$ cat src/hdl/ddr_mode_defs.vh
// Constants for the mode-register and burst-order block: pin fields,
// mode-register field codes, latency figures and the APB register map.
// Assumes it is included by the bare name and holds definitions only.
`ifndef DDR_MODE_DEFS_VH
`define DDR_MODE_DEFS_VH

// ==========================================================
// Mode register fields (address pin positions)
`define MR_BL_LSB 0
`define MR_BL_MSB 2
`define MR_BT_BIT 3
`define MR_CL_LSB 4
`define MR_CL_MSB 6
`define MR_TM_LSB 7
`define MR_TM_MSB 8
`define MR_BA0_BIT 13
`define MR_BA1_BIT 14
`define MR_WIDTH 15
`define MR_RESET 15'h0000

// ==========================================================
// Field codes
`define BL_CODE_2 3'h1
`define BL_CODE_4 3'h2
`define BL_CODE_8 3'h3
`define CL_CODE_2 3'h2
`define CL_CODE_3 3'h3
`define CL_CODE_25 3'h6
`define TM_NORMAL 2'h0
`define TM_DLL_RESET 2'h2

// Latencies in half link-clock cycles (one per clock edge)
`define CL_HALF_2 5'h04
`define CL_HALF_25 5'h05
`define CL_HALF_3 5'h06
// Write data is taken from one link-clock cycle after the command
`define WR_HALF 5'h02

// Burst lengths as beat counts
`define BEATS_2 4'h2
`define BEATS_4 4'h4
`define BEATS_8 4'h8

// Least gap after a mode load, in link-clock cycles
`define MODE_SET_DELAY 2'h2

// ==========================================================
// APB register map (byte addresses)
`define REG_MODE 12'h000
`define REG_EXT_MODE 12'h004
`define REG_STATUS 12'h008
`define REG_CTRL 12'h00c
`define CTRL_RESET 32'h0000_0001
`define CTRL_DECODE_EN_BIT 0

// Status bit positions
`define ST_MODE_VALID 0
`define ST_EXT_VALID 1
`define ST_BL_RSVD 2
`define ST_CL_RSVD 3
`define ST_TEST_MODE 4
`define ST_DLL_RESET 5
`define ST_BURST 6
`define ST_SETTLING 7

`endif

$ cat src/hdl/ddr_mode_burst.v
// Device-side mode register, command decode and burst ordering of a x16
// double-data-rate SDRAM, with a small column store and an APB window.
// Assumes the link clock and all link pins are asynchronous to pclk and
// slow enough (several pclk periods per half cycle) to be edge-sampled.
//
// Overview of operation
// - Address 0..12 and bank bits are captured in the cycle the load is sampled.
// - Programmed mode contents hold until the next mode load.
// - Bits 2..0 give burst length: 001 two, 010 four, 011 eight; others reserved.
// - Bit 3 picks burst order type: 0 sequential, 1 interleaved.
// - Sequential bursts count up from start, wrapping inside the aligned block.
// - Interleaved bursts use start offset XOR beat count inside the block.
// - First read data comes CAS latency clocks after the read command.
// - Bits 6..4 give latency: 010 two, 011 three, 110 two and a half.
// - Bits 8..7 zero is normal; 10 asks DLL reset; bit 7 set is test mode.
// - bank_sel_bit_zero low targets mode register, high the extended one.
// - Commands decode with current and previous-cycle clock enable levels; the decode here uses only the previous-cycle level.
// - Low and high byte write masks act independently.
// - Low mask guards data bits 0..7, high mask guards bits 8..15.
//
// Implementation choices: the register addresses and the APB slave port.
`timescale 1ns/100ps
`include "ddr_mode_defs.vh"

module ddr_mode_burst
#(
    parameter COL_BITS = 4
)
(
    input wire pclk,
    input wire presetn,
    input wire [11:0] paddr,
    input wire psel,
    input wire penable,
    input wire pwrite,
    input wire [31:0] pwdata,
    output wire [31:0] prdata,
    output wire pready,
    output wire pslverr,
    input wire ck,
    input wire cke,
    input wire cs_n,
    input wire ras_n,
    input wire cas_n,
    input wire we_n,
    input wire [1:0] ba,
    input wire [12:0] addr,
    input wire low_byte_mask,
    input wire high_byte_mask,
    input wire [15:0] dq_in,
    output wire [15:0] dq_out,
    output wire dq_oe
);

    localparam DEPTH = 1 << COL_BITS;
    localparam PIN_W = 38;

    // ==========================================================
    // Synchronisers: every link pin passes two flops before use
    reg ck_s1_q, ck_s2_q, ck_s3_q;
    reg [PIN_W-1:0] pin_s1_q, pin_s2_q;
    wire [PIN_W-1:0] pin_raw = {cke, cs_n, ras_n, cas_n, we_n, ba, addr,
                                low_byte_mask, high_byte_mask, dq_in};

    // Third ck flop only remembers the previous synchronised level
    always @(posedge pclk or negedge presetn)
    begin
        if (!presetn)
        begin
            ck_s1_q <= 1'b0;
            ck_s2_q <= 1'b0;
            ck_s3_q <= 1'b0;
            pin_s1_q <= {PIN_W{1'b0}};
            pin_s2_q <= {PIN_W{1'b0}};
        end
        else
        begin
            ck_s1_q <= ck;
            ck_s2_q <= ck_s1_q;
            ck_s3_q <= ck_s2_q;
            pin_s1_q <= pin_raw;
            pin_s2_q <= pin_s1_q;
        end
    end

    wire ck_rise = ck_s2_q & ~ck_s3_q;
    wire ck_edge = ck_s2_q ^ ck_s3_q;
    wire s_cke = pin_s2_q[37];
    wire s_cs_n = pin_s2_q[36];
    wire s_ras_n = pin_s2_q[35];
    wire s_cas_n = pin_s2_q[34];
    wire s_we_n = pin_s2_q[33];
    wire [1:0] s_ba = pin_s2_q[32:31];
    wire [12:0] s_addr = pin_s2_q[30:18];
    wire s_lmask = pin_s2_q[17];
    wire s_hmask = pin_s2_q[16];
    wire [15:0] s_dq = pin_s2_q[15:0];

    // ==========================================================
    // Command decode on each link-clock rising edge
    reg cke_prev_q;
    reg [31:0] ctrl_q;
    // Previous clock enable gates every command; power-down exit decodes nothing
    wire cmd_ok = ck_rise & cke_prev_q & ~s_cs_n & ctrl_q[`CTRL_DECODE_EN_BIT];
    wire cmd_load = cmd_ok & ~s_ras_n & ~s_cas_n & ~s_we_n;
    wire cmd_mode = cmd_load & ~s_ba[0];
    wire cmd_ext = cmd_load & s_ba[0];
    wire cmd_read = cmd_ok & s_ras_n & ~s_cas_n & s_we_n;
    wire cmd_write = cmd_ok & s_ras_n & ~s_cas_n & ~s_we_n;
    wire cmd_stop = cmd_ok & s_ras_n & s_cas_n & ~s_we_n;

    // ==========================================================
    // Mode and extended mode registers
    reg [`MR_WIDTH-1:0] mode_q, ext_q;
    reg mode_valid_q, ext_valid_q;
    reg [1:0] settle_q;

    // Reset clears the contents to zero until loaded; the valid flags tell software
    always @(posedge pclk or negedge presetn)
    begin
        if (!presetn)
        begin
            cke_prev_q <= 1'b0;
            mode_q <= `MR_RESET;
            ext_q <= `MR_RESET;
            mode_valid_q <= 1'b0;
            ext_valid_q <= 1'b0;
            settle_q <= 2'h0;
        end
        else
        begin
            if (ck_rise)
                cke_prev_q <= s_cke;
            // Bank and address pins stored at the sampling edge, kept until next load
            if (cmd_mode)
            begin
                mode_q <= {s_ba, s_addr};
                mode_valid_q <= 1'b1;
            end
            if (cmd_ext)
            begin
                ext_q <= {s_ba, s_addr};
                ext_valid_q <= 1'b1;
            end
            // Settling window shown in status; the controller must respect it
            if (cmd_load)
                settle_q <= `MODE_SET_DELAY;
            else if (ck_rise && settle_q != 2'h0)
                settle_q <= settle_q - 2'h1;
        end
    end

    // ==========================================================
    // Field decode
    wire [2:0] bl_code = mode_q[`MR_BL_MSB:`MR_BL_LSB];
    wire [2:0] cl_code = mode_q[`MR_CL_MSB:`MR_CL_LSB];
    wire [1:0] tm_code = mode_q[`MR_TM_MSB:`MR_TM_LSB];
    wire interleave = mode_q[`MR_BT_BIT];
    reg [3:0] bl_beats;
    reg bl_rsvd;
    reg [4:0] cl_half;
    reg cl_rsvd;

    // Reserved codes fall back to the shortest setting and are flagged
    always @*
    begin
        bl_rsvd = 1'b0;
        case (bl_code)
            `BL_CODE_2: bl_beats = `BEATS_2;
            `BL_CODE_4: bl_beats = `BEATS_4;
            `BL_CODE_8: bl_beats = `BEATS_8;
            default:
            begin
                bl_beats = `BEATS_2;
                bl_rsvd = 1'b1;
            end
        endcase
        cl_rsvd = 1'b0;
        case (cl_code)
            `CL_CODE_2: cl_half = `CL_HALF_2;
            `CL_CODE_3: cl_half = `CL_HALF_3;
            `CL_CODE_25: cl_half = `CL_HALF_25;
            default:
            begin
                cl_half = `CL_HALF_2;
                cl_rsvd = 1'b1;
            end
        endcase
    end

    // ==========================================================
    // Burst engine, counting link-clock edges (both polarities)
    reg burst_q, rd_q, dq_oe_q;
    reg [4:0] half_q, target_q;
    reg [3:0] beats_q;
    reg order_q;
    reg [COL_BITS-1:0] start_q;
    reg [15:0] dq_out_q;
    reg [15:0] mem [0:DEPTH-1];

    wire [4:0] half_nx = half_q + 5'h01;
    wire [4:0] beat_w = half_nx - target_q;
    wire in_beat = burst_q && (half_nx >= target_q) && (beat_w < {1'b0, beats_q});
    wire last_beat = in_beat && (beat_w == {1'b0, beats_q} - 5'h01);
    wire [2:0] blk_mask = beats_q[3:1] - 3'h1 | beats_q[3:1];
    wire [2:0] low_bits = blk_mask & (order_q ? (start_q[2:0] ^ beat_w[2:0])
                                              : (start_q[2:0] + beat_w[2:0]));
    wire [2:0] base_bits = start_q[2:0] & ~blk_mask;
    wire [COL_BITS-1:0] col = {start_q[COL_BITS-1:3], base_bits | low_bits};

    // Burst start, beat timing, stop and data path
    always @(posedge pclk or negedge presetn)
    begin
        if (!presetn)
        begin
            burst_q <= 1'b0;
            rd_q <= 1'b0;
            half_q <= 5'h00;
            target_q <= 5'h00;
            beats_q <= `BEATS_2;
            order_q <= 1'b0;
            start_q <= {COL_BITS{1'b0}};
            dq_oe_q <= 1'b0;
            dq_out_q <= 16'h0000;
        end
        else if (cmd_read || cmd_write)
        begin
            // Length and order are frozen per burst from the stored mode
            burst_q <= 1'b1;
            rd_q <= cmd_read;
            half_q <= 5'h00;
            target_q <= cmd_read ? cl_half : `WR_HALF;
            beats_q <= bl_beats;
            order_q <= interleave;
            start_q <= s_addr[COL_BITS-1:0];
            dq_oe_q <= 1'b0;
        end
        else if (cmd_stop)
        begin
            burst_q <= 1'b0;
            dq_oe_q <= 1'b0;
        end
        else if (ck_edge)
        begin
            half_q <= half_nx;
            dq_oe_q <= in_beat & rd_q;
            if (in_beat && rd_q)
                dq_out_q <= mem[col];
            if (last_beat)
                burst_q <= 1'b0;
        end
    end

    // Column store; masked lanes keep their old contents
    always @(posedge pclk)
    begin
        if (ck_edge && in_beat && !rd_q && !cmd_read && !cmd_write && !cmd_stop)
        begin
            if (!s_lmask)
                mem[col][7:0] <= s_dq[7:0];
            if (!s_hmask)
                mem[col][15:8] <= s_dq[15:8];
        end
    end

    assign dq_out = dq_out_q;
    assign dq_oe = dq_oe_q;

    // ==========================================================
    // Status flags
    reg dll_reset_q;
    wire st_wr = psel & penable & pwrite & (paddr == `REG_STATUS);

    // DLL reset request is sticky; a new request wins over a software clear
    always @(posedge pclk or negedge presetn)
    begin
        if (!presetn)
            dll_reset_q <= 1'b0;
        else if (cmd_mode && s_addr[`MR_TM_MSB:`MR_TM_LSB] == `TM_DLL_RESET)
            dll_reset_q <= 1'b1;
        else if (st_wr && pwdata[`ST_DLL_RESET])
            dll_reset_q <= 1'b0;
    end

    wire [31:0] status_w = {24'h000000, (settle_q != 2'h0), burst_q, dll_reset_q,
                            tm_code[0], cl_rsvd, bl_rsvd, ext_valid_q, mode_valid_q};

    // ==========================================================
    // APB slave: zero wait states, read data registered in setup
    reg [31:0] prdata_q;
    reg pslverr_q;
    reg [31:0] rd_mux;
    reg hit;

    always @*
    begin
        hit = 1'b1;
        case (paddr)
            `REG_MODE: rd_mux = {17'h00000, mode_q};
            `REG_EXT_MODE: rd_mux = {17'h00000, ext_q};
            `REG_STATUS: rd_mux = status_w;
            `REG_CTRL: rd_mux = ctrl_q;
            default:
            begin
                rd_mux = 32'h00000000;
                hit = 1'b0;
            end
        endcase
    end

    // Writes take effect in the access phase; mode registers are read only
    always @(posedge pclk or negedge presetn)
    begin
        if (!presetn)
        begin
            prdata_q <= 32'h00000000;
            pslverr_q <= 1'b0;
            ctrl_q <= `CTRL_RESET;
        end
        else
        begin
            if (psel && !penable)
            begin
                prdata_q <= pwrite ? 32'h00000000 : rd_mux;
                pslverr_q <= ~hit | (pwrite & (paddr == `REG_MODE || paddr == `REG_EXT_MODE));
            end
            if (psel && penable && pwrite && paddr == `REG_CTRL)
                ctrl_q <= {31'h00000000, pwdata[`CTRL_DECODE_EN_BIT]};
        end
    end

    assign pready = 1'b1;
    assign prdata = prdata_q;
    assign pslverr = pslverr_q & psel & penable;

endmodule

$ cat config.mk
export PLATFORM = sky130hd
export DESIGN_NAME = ddr_mode_burst
export DESIGN_NICKNAME = d
export VERILOG_FILES = /design/src/hdl/ddr_mode_burst.v
export VERILOG_INCLUDE_DIRS = /design/src /design/src/hdl
export SDC_FILE = /design/constraint.sdc
export NUM_CORES = 1
export LEC_CHECK = 0
export BUFFER_PORTS_ARGS = -buffer_cell sky130_fd_sc_hd__buf_2
export CAP_MARGIN = 5
export CORE_MARGIN = 1
export CORE_UTILIZATION = 53
export DETAILED_ROUTE_END_ITERATION = 10
export GPL_ROUTABILITY_DRIVEN = 0
export PLACE_DENSITY = 0.69
export SYNTH_ARGS = -nofsm -noshare
export SYNTH_HDL_FRONTEND = slang
export SYNTH_SLANG_ARGS = --single-unit
$ cat constraint.sdc
create_clock -name pclk -period 7.8 [get_ports pclk]
set_input_delay 2.34 -clock pclk [delete_from_list [all_inputs] [get_ports pclk]]
set_output_delay 2.34 -clock pclk [all_outputs]
set_load 0.1 [all_outputs]
==> impl_metrics.json, run 1 <==
{
  "clkTransAtPathRegs_ps": 60,
  "tns_ps": 0,
  "root_buffer": "clkbuf_16",
  "synth-compound-area-share_pct": 3.52,
  "max_freq_mhz": 187,
  "pwr-share-seq_pct": 40.6,
  "numCtsBuffers": 44,
  "cp.required_ps": 5460,
  "r2r_start": "half_q[0]",
  "start_kind": "input port",
  "clk_latency_ps": 550,
  "multiInputGateArea_um2": 5900,
  "synth-simple-area-share_pct": 5.69,
  "cts.sinks": 422,
  "p_leak_uw": 0.00752,
  "vias": 9767,
  "postCtsSetupBuffers": 0,
  "setup_violations": 0,
  "synthAdderAreaFrac_pct": 1.19,
  "slew_headroom_pct": 19.0,
  "worstSetupEndpointType": "output port",
  "wl_per_cell_um": 22.5,
  "muxShareOfSynthArea_pct": 21.2,
  "viasPerCell": 5.94,
  "max-clock-path-buffers": 3,
  "num-fill-cells": 2475,
  "grt_pass1_vias": 10132,
  "io_buffers": 90,
  "antenna_left": 0,
  "hold_class": "reg2reg",
  "num_rows": 67,
  "powerDensity_nw_per_um2": 297,
  "maxSlewViolCount": 0,
  "synthCells": 1076,
  "ir_drop_uv": 201,
  "cts_tree": "done",
  "p_int_uw": 4380,
  "synth-seq-cells": 422,
  "pwr-share-comb_pct": 24.9,
  "die-area_um2": 35000,
  "gr-total-overflow": 0,
  "path_class": "in2out",
  "grt_pass1_wl_um": 58100,
  "yosys_warnings": 0,
  "hold_start": "pin_s1_q[10]",
  "final_area_um2": 20400,
  "antennaDiodeCount": 0,
  "crit_arrival_ps": 2990,
  "io_pins": 139,
  "area_growth_pct": 12.2,
  "start_util_pct": 54.0,
  "synth_common_cells": "edfxtp_1 (256), dfrtp_1 (164), mux4_2 (143)",
  "avgSynthCellArea_um2": 16.9,
  "yosys.area_share.xor_xnor_pct": 0.476,
  "swShare_pct": 27.5,
  "place_area_um2": 18900,
  "totalWireLength_um": 37000,
  "power.switching_uw": 1660,
  "syn_area_um2": 18100,
  "worst_slew_pin_slew_ps": 1210,
  "htreeDepth": 2,
  "synth_top_family_by_area": "multiplexers",
  "fin_worst_hold_slack_ps": 341,
  "whs_path_depth": 0,
  "post-route-min-period_ps": 5330,
  "die_h_um": 187,
  "fin_worst_skew_ps": 21.4,
  "crit_start": "penable",
  "cts_hold_buffers": 0,
  "core_um2": 33600,
  "drive_above_1_share_pct": 29.3,
  "seq_area_frac_synth_pct": 65.3,
  "clkPwrFrac_pct": 34.5,
  "r2r_cells": 11,
  "hpwl_um": 22500,
  "globalRouteTotalUtil_pct": 22.0,
  "status": "finished clean",
  "drt_iter0_markers": 913,
  "hold_viol_final": 0,
  "synth_enable_flop_cells": 256,
  "grt_max_degree": 100,
  "ys.flop_type": "edfxtp_1",
  "maxCapViolations": 0,
  "synth.area.top_cells": "edfxtp_1 (42%), dfrtp_1 (23%), mux4_2 (18%)",
  "die_w_um": 187,
  "drcViolationCount": 0,
  "path_max_fanout": 3,
  "synthArstFlopShare_pct": 39.3,
  "rsz0062_at_grt": "no",
  "synth_top_area_share_pct": 42.4,
  "drt_pass1_iterations": 5,
  "num-nets-final": 1265,
  "yosysMostFrequentCell": "edfxtp_1",
  "register_area_um2": 11800,
  "cts_resized": 0,
  "yosys.area.top_type": "edfxtp_1",
  "antenna_found_initial": 0,
  "synth_cell_type_count": 58,
  "fin_crit_sh_pct": 68.4
}
power groups by stage:
stage	combinational, µW	clock, µW	sequential [µW]
2_1_floorplan	1250	0	2480
3_3_place_gp	1480	0	2500
3_5_place_dp	1510	0	2500
4_1_cts	1520	2120	2450
5_1_grt	1640	2220	2460
6_report	1500	2090	2450
sequential cells by signal (all words and copies together) (netlist names), 2 cells and up:
signal and count:
settle_q 2, half_q 5, beats_q 3, target_q 2, start_q 4, dq_out 16
ext_q 15, mem 256, prdata 15, mode_q 15, pin_s1_q 38, pin_s2_q 38
cells by family (layout without fill, tap and decap cells):
| logic type | after synthesis | in the layout |
|---|---|---|
| flops | 422 | 422 |
| xor+xnor | 9 | 9 |
| buf+inv | 95 | 199 |
| other cells | 2 | 18 |
| mux | 199 | 199 |
| simple gates | 230 | 230 |
| fa+ha+maj | 16 | 16 |
| compound gates | 103 | 103 |
metal layers:
layer | track usage [%] | wire length [µm] | vias to the layer above
met1 | 31.5 | 15800 | 5051
met2 | 35.2 | 18100 | 334
met4 | 6.65 | 784 | 0
li1 | - | - | 4315
met3 | 3.47 | 2250 | 67
met5 | 0 | 0 | -
worst max-delay path, stage by stage:
cell and delay, ps:
buf_2 90, and3_1 140, buf_2 420
through the flow:
step	util, %	power, µW	setup WS, ps	cells
CTS	60.5	6100	2460	1644
global route	60.5	6310	2430	1644
floorplan	-	3730	2350	1092
global placement	56.2	3980	2470	1563
finish	60.5	6050	2470	1644
detailed placement	56.2	4010	2460	1563
layout by cell type, fill, tap and decap left out, types with 9 or more instances in the layout:
| cell type | count |
|---|---|
| a21oi_1 | 13 |
| a22o_1 | 9 |
| a31oi_1 | 16 |
| buf_2 | 89 |
| buf_4 | 10 |
| clkbuf_1 | 14 |
| clkbuf_16 | 44 |
| conb_1 | 18 |
| dfrtp_1 | 163 |
| edfxtp_1 | 256 |
| ha_1 | 12 |
| inv_1 | 18 |
| mux2_2 | 28 |
| mux2i_1 | 25 |
| mux4_2 | 143 |
| nand2_1 | 109 |
| nand3_1 | 16 |
| nor2_1 | 54 |
| nor2b_1 | 15 |
| o21ai_0 | 34 |
| o21ai_1 | 10 |
worst paths after layout:
kind                            slack, ps      endpoint
worst min register to register        340  pin_s2_q[10]
worst max register to register       2770     mem[4][8]
worst min-delay path                  340  pin_s2_q[10]
max in group asynchronous            4560     prdata[6]
worst max-delay path                 2470       pslverr
min in group asynchronous            1890    dq_out[12]
final cells by class:
type	count	area share (%)
sequential	422	58.2
multi-input combinational	575	29.0
clock buffer	61	5.87
tap	448	2.75
timing repair buffer	100	2.63
clock inverter	20	1.23
inverter	18	0.332
Note: power is estimated with default switching activity, not from simulation.
==> run 2, diff against run 1 <==
--- a/config.mk
+++ b/config.mk
@@ -6,6 +6,7 @@
 export SDC_FILE = /design/constraint.sdc
 export NUM_CORES = 1
 export LEC_CHECK = 0
+export ABC_AREA = 1
 export BUFFER_PORTS_ARGS = -buffer_cell sky130_fd_sc_hd__buf_2
 export CAP_MARGIN = 5
 export CORE_MARGIN = 1
==> constraint.sdc (replaced) <==
create_clock -name pclk -period 5.4 [get_ports pclk]
set_input_delay 1.62 -clock pclk [delete_from_list [all_inputs] [get_ports pclk]]
set_output_delay 1.62 -clock pclk [all_outputs]
set_load 0.1 [all_outputs]
==> run 2 against run 1 <==
Via count increased by 21%. Die area decreased by 3.2%. Clock skew decreased by 7.6 ps. Worst hold slack improved by 2.5 ps. Worst setup slack got worse by 1200 ps. Sequential share of layout area increased by 1.9 points. Synthesized area decreased by 3.2%. Clock power increased by 36%. Highest routed layer unchanged.
==> impl_metrics.json, run 2 <==
{
  "status": "finished clean",
  "num-nets-final": 1908,
  "crit_arrival_ps": 4350,
  "core_um2": 32500,
  "maxCapViolations": 0,
  "p_leak_uw": 0.00888,
  "path_class": "reg2reg",
  "globalRouteTotalUtil_pct": 23.8,
  "num-fill-cells": 2686,
  "fin_worst_skew_ps": 13.8,
  "synth-seq-cells": 422,
  "path_max_fanout": 57,
  "slew_headroom_pct": 32.9,
  "cts.sinks": 422,
  "p_int_uw": 6140,
  "clk_latency_ps": 550,
  "cts_hold_buffers": 0,
  "start_kind": "flip-flop",
  "fin_worst_hold_slack_ps": 344,
  "seq_area_frac_synth_pct": 67.5,
  "ir_drop_uv": 363,
  "hpwl_um": 24200,
  "clkPwrFrac_pct": 28.5,
  "numCtsBuffers": 43,
  "start_util_pct": 54.0,
  "syn_area_um2": 17600,
  "busiest_layer": "met2",
  "pwr-share-comb_pct": 34.3,
  "drt_iter0_markers": 971,
  "root_buffer": "clkbuf_16",
  "area_growth_pct": 12.3,
  "rsz0062_at_grt": "no",
  "drcViolationCount": 0,
  "synthCells": 1714,
  "yosys_warnings": 0,
  "num_rows": 66,
  "max-clock-path-buffers": 3,
  "synth_enable_flop_cells": 256,
  "critPathBufInv": 2,
  "grt_max_degree": 106,
  "power.switching_uw": 3840,
  "max_freq_mhz": 239,
  "place_area_um2": 18400,
  "drt_pass1_iterations": 5,
  "post-route-min-period_ps": 4180,
  "setup_violations": 0,
  "wl_per_cell_um": 17.1,
  "muxShareOfSynthArea_pct": 0.0641,
  "maxSlewViolCount": 0,
  "htreeDepth": 2,
  "avgSynthCellArea_um2": 10.2,
  "viasPerCell": 5.19,
  "antenna_found_initial": 0,
  "die_h_um": 184,
  "ys.flop_type": "edfxtp_1",
  "antennaDiodeCount": 0,
  "cpMaxStageDelayCell": "clkinv_2",
  "powerDensity_nw_per_um2": 506,
  "synth-simple-area-share_pct": 23.3,
  "swShare_pct": 38.5,
  "die-area_um2": 33900,
  "totalWireLength_um": 38900,
  "cp.required_ps": 5570,
  "worstSetupEndpointType": "flip-flop",
  "clkTransAtPathRegs_ps": 60,
  "worst_slew_pin_slew_ps": 1010,
  "dp_slack_ps": 1180,
  "tns_ps": 0,
  "synth_cell_type_count": 46,
  "largest_register_ffs": 256,
  "synth.area.top_cells": "edfxtp_1 (44%), dfrtp_1 (23%), nand2_1 (18%)",
  "synth_top_area_share_pct": 43.8,
  "setup_ws_ps": 1220,
  "p_total_uw": 9980,
  "grt_util_met2_pct": 38.6,
  "cts_resized": 0,
  "pwr-share-seq_pct": 37.2,
  "grt_pass1_wl_um": 61100,
  "die_w_um": 184,
  "final_area_um2": 19700,
  "yosys.area_share.xor_xnor_pct": 0.242,
  "yosysMostFrequentCell": "nand2_1",
  "synth-compound-area-share_pct": 2.84,
  "io_buffers": 90,
  "io_pins": 139,
  "grt_pass1_vias": 11179,
  "regMostFlops": "mem",
  "drive_above_1_share_pct": 11.8,
  "postCtsSetupBuffers": 0,
  "r2r_slack_ps": 1220,
  "final_cell_mix": "nand2_1 (823), edfxtp_1 (256), dfrtp_1 (164), buf_2 (89)",
  "largestRegisters": "mem (256), pin_s1_q (38), pin_s2_q (38)",
  "vias": 11810,
  "synthArstFlopShare_pct": 39.3,
  "gr-total-overflow": 0,
  "synth_top_family_by_area": "simple AND/OR/NAND/NOR gates",
  "use_met1_pct": 33.6,
  "synthAdderAreaFrac_pct": 1.23,
  "hold_class": "reg2reg",
  "worst_path_largest_cell_delay_ps": 850,
  "critical_path.most_common_cell": "nor2_1",
  "hold_viol_final": 0,
  "final_common_cell": "nand2_1",
  "path_cells": "ha_1 -> inv_1 -> ha_4 -> clkinv_2 -> nor2_1 -> nand2_1 -> nor2_1",
  "fin_crit_sh_pct": 77.4,
  "yosys.area.top_type": "edfxtp_1",
  "cpLargestDelayFamily": "simple AND/OR/NAND/NOR gates",
  "grt_use_met3_pct": 3.31,
  "synth_common_cells": "nand2_1 (823), edfxtp_1 (256), dfrtp_1 (164)",
  "cts_tree": "done",
  "antenna_left": 0
}
[run 2: cell count changes after synthesis, moves of 10 or more]
| cell | previous run | this run |
|---|---|---|
| buf_2 | 7 | 31 |
| nand2_1 | 109 | 823 |
| inv_1 | 18 | 84 |
| a31oi_1 | 16 | 1 |
| o22ai_1 | 3 | 13 |
| nand3_1 | 16 | 83 |
| mux4_2 | 143 | 0 |
| nor2b_1 | 15 | 0 |
| mux2_2 | 28 | 1 |
| mux2i_1 | 25 | 0 |
| clkbuf_1 | 40 | 26 |
[run 2: kinds of logic (layout without fill, tap and decap cells)]
group	Yosys count	in the layout
buffers and inverters	179	284
XOR/XNOR	4	4
other	2	18
adder cells (fa/ha/maj)	16	16
multiplexers	1	1
AO/OA/AOI/OAI	83	83
AND/OR/NAND/NOR	1007	1007
flip-flops	422	422
[run 2: final timing paths]
path	depth (start not counted)	to	from
worst max-delay path	7	mem[1][5]	half_q[0]
worst min-delay path	0	pin_s2_q[37]	pin_s1_q[37]
worst max register to register	7	mem[1][5]	half_q[0]
worst min register to register	0	pin_s2_q[37]	pin_s1_q[37]
max in group asynchronous	2	ctrl_q[0]	presetn
min in group asynchronous	1	dq_out[12]	presetn
[run 2: area by class of cell]
cell class	instances	area [µm²]	area share, %
Clock buffer	65	1260	6.39
Clock inverter	11	100	0.508
Inverter	89	335	1.70
Multi-Input combinational cell	1129	4930	25.0
Sequential cell	422	11800	60.1
Tap cell	442	553	2.81
Timing Repair Buffer	119	687	3.48
[run 2: per-stage QoR]
stage	instances	utilization (%)
2_1_floorplan	1730	-
4_1_cts	2277	60.6
6_report	2277	60.6
3_3_place_gp	2201	56.4
5_1_grt	2277	60.6
3_5_place_dp	2201	56.4
[run 2: per-layer routing]
metal	vias up	wire [µm]
li1	5694	-
met4	0	923
met5	-	0
met2	399	18600
met1	5638	17200
met3	79	2270
[run 2: power by group through the flow]
stage | registers, µW | clock network (µW) | logic (µW)
after global routing | 3730 | 3010 | 3810
after detailed placement | 3770 | 0 | 3410
after global placement | 3770 | 0 | 3350
final | 3710 | 2850 | 3420
after CTS | 3710 | 2890 | 3430
after floorplan | 4010 | 0 | 2310
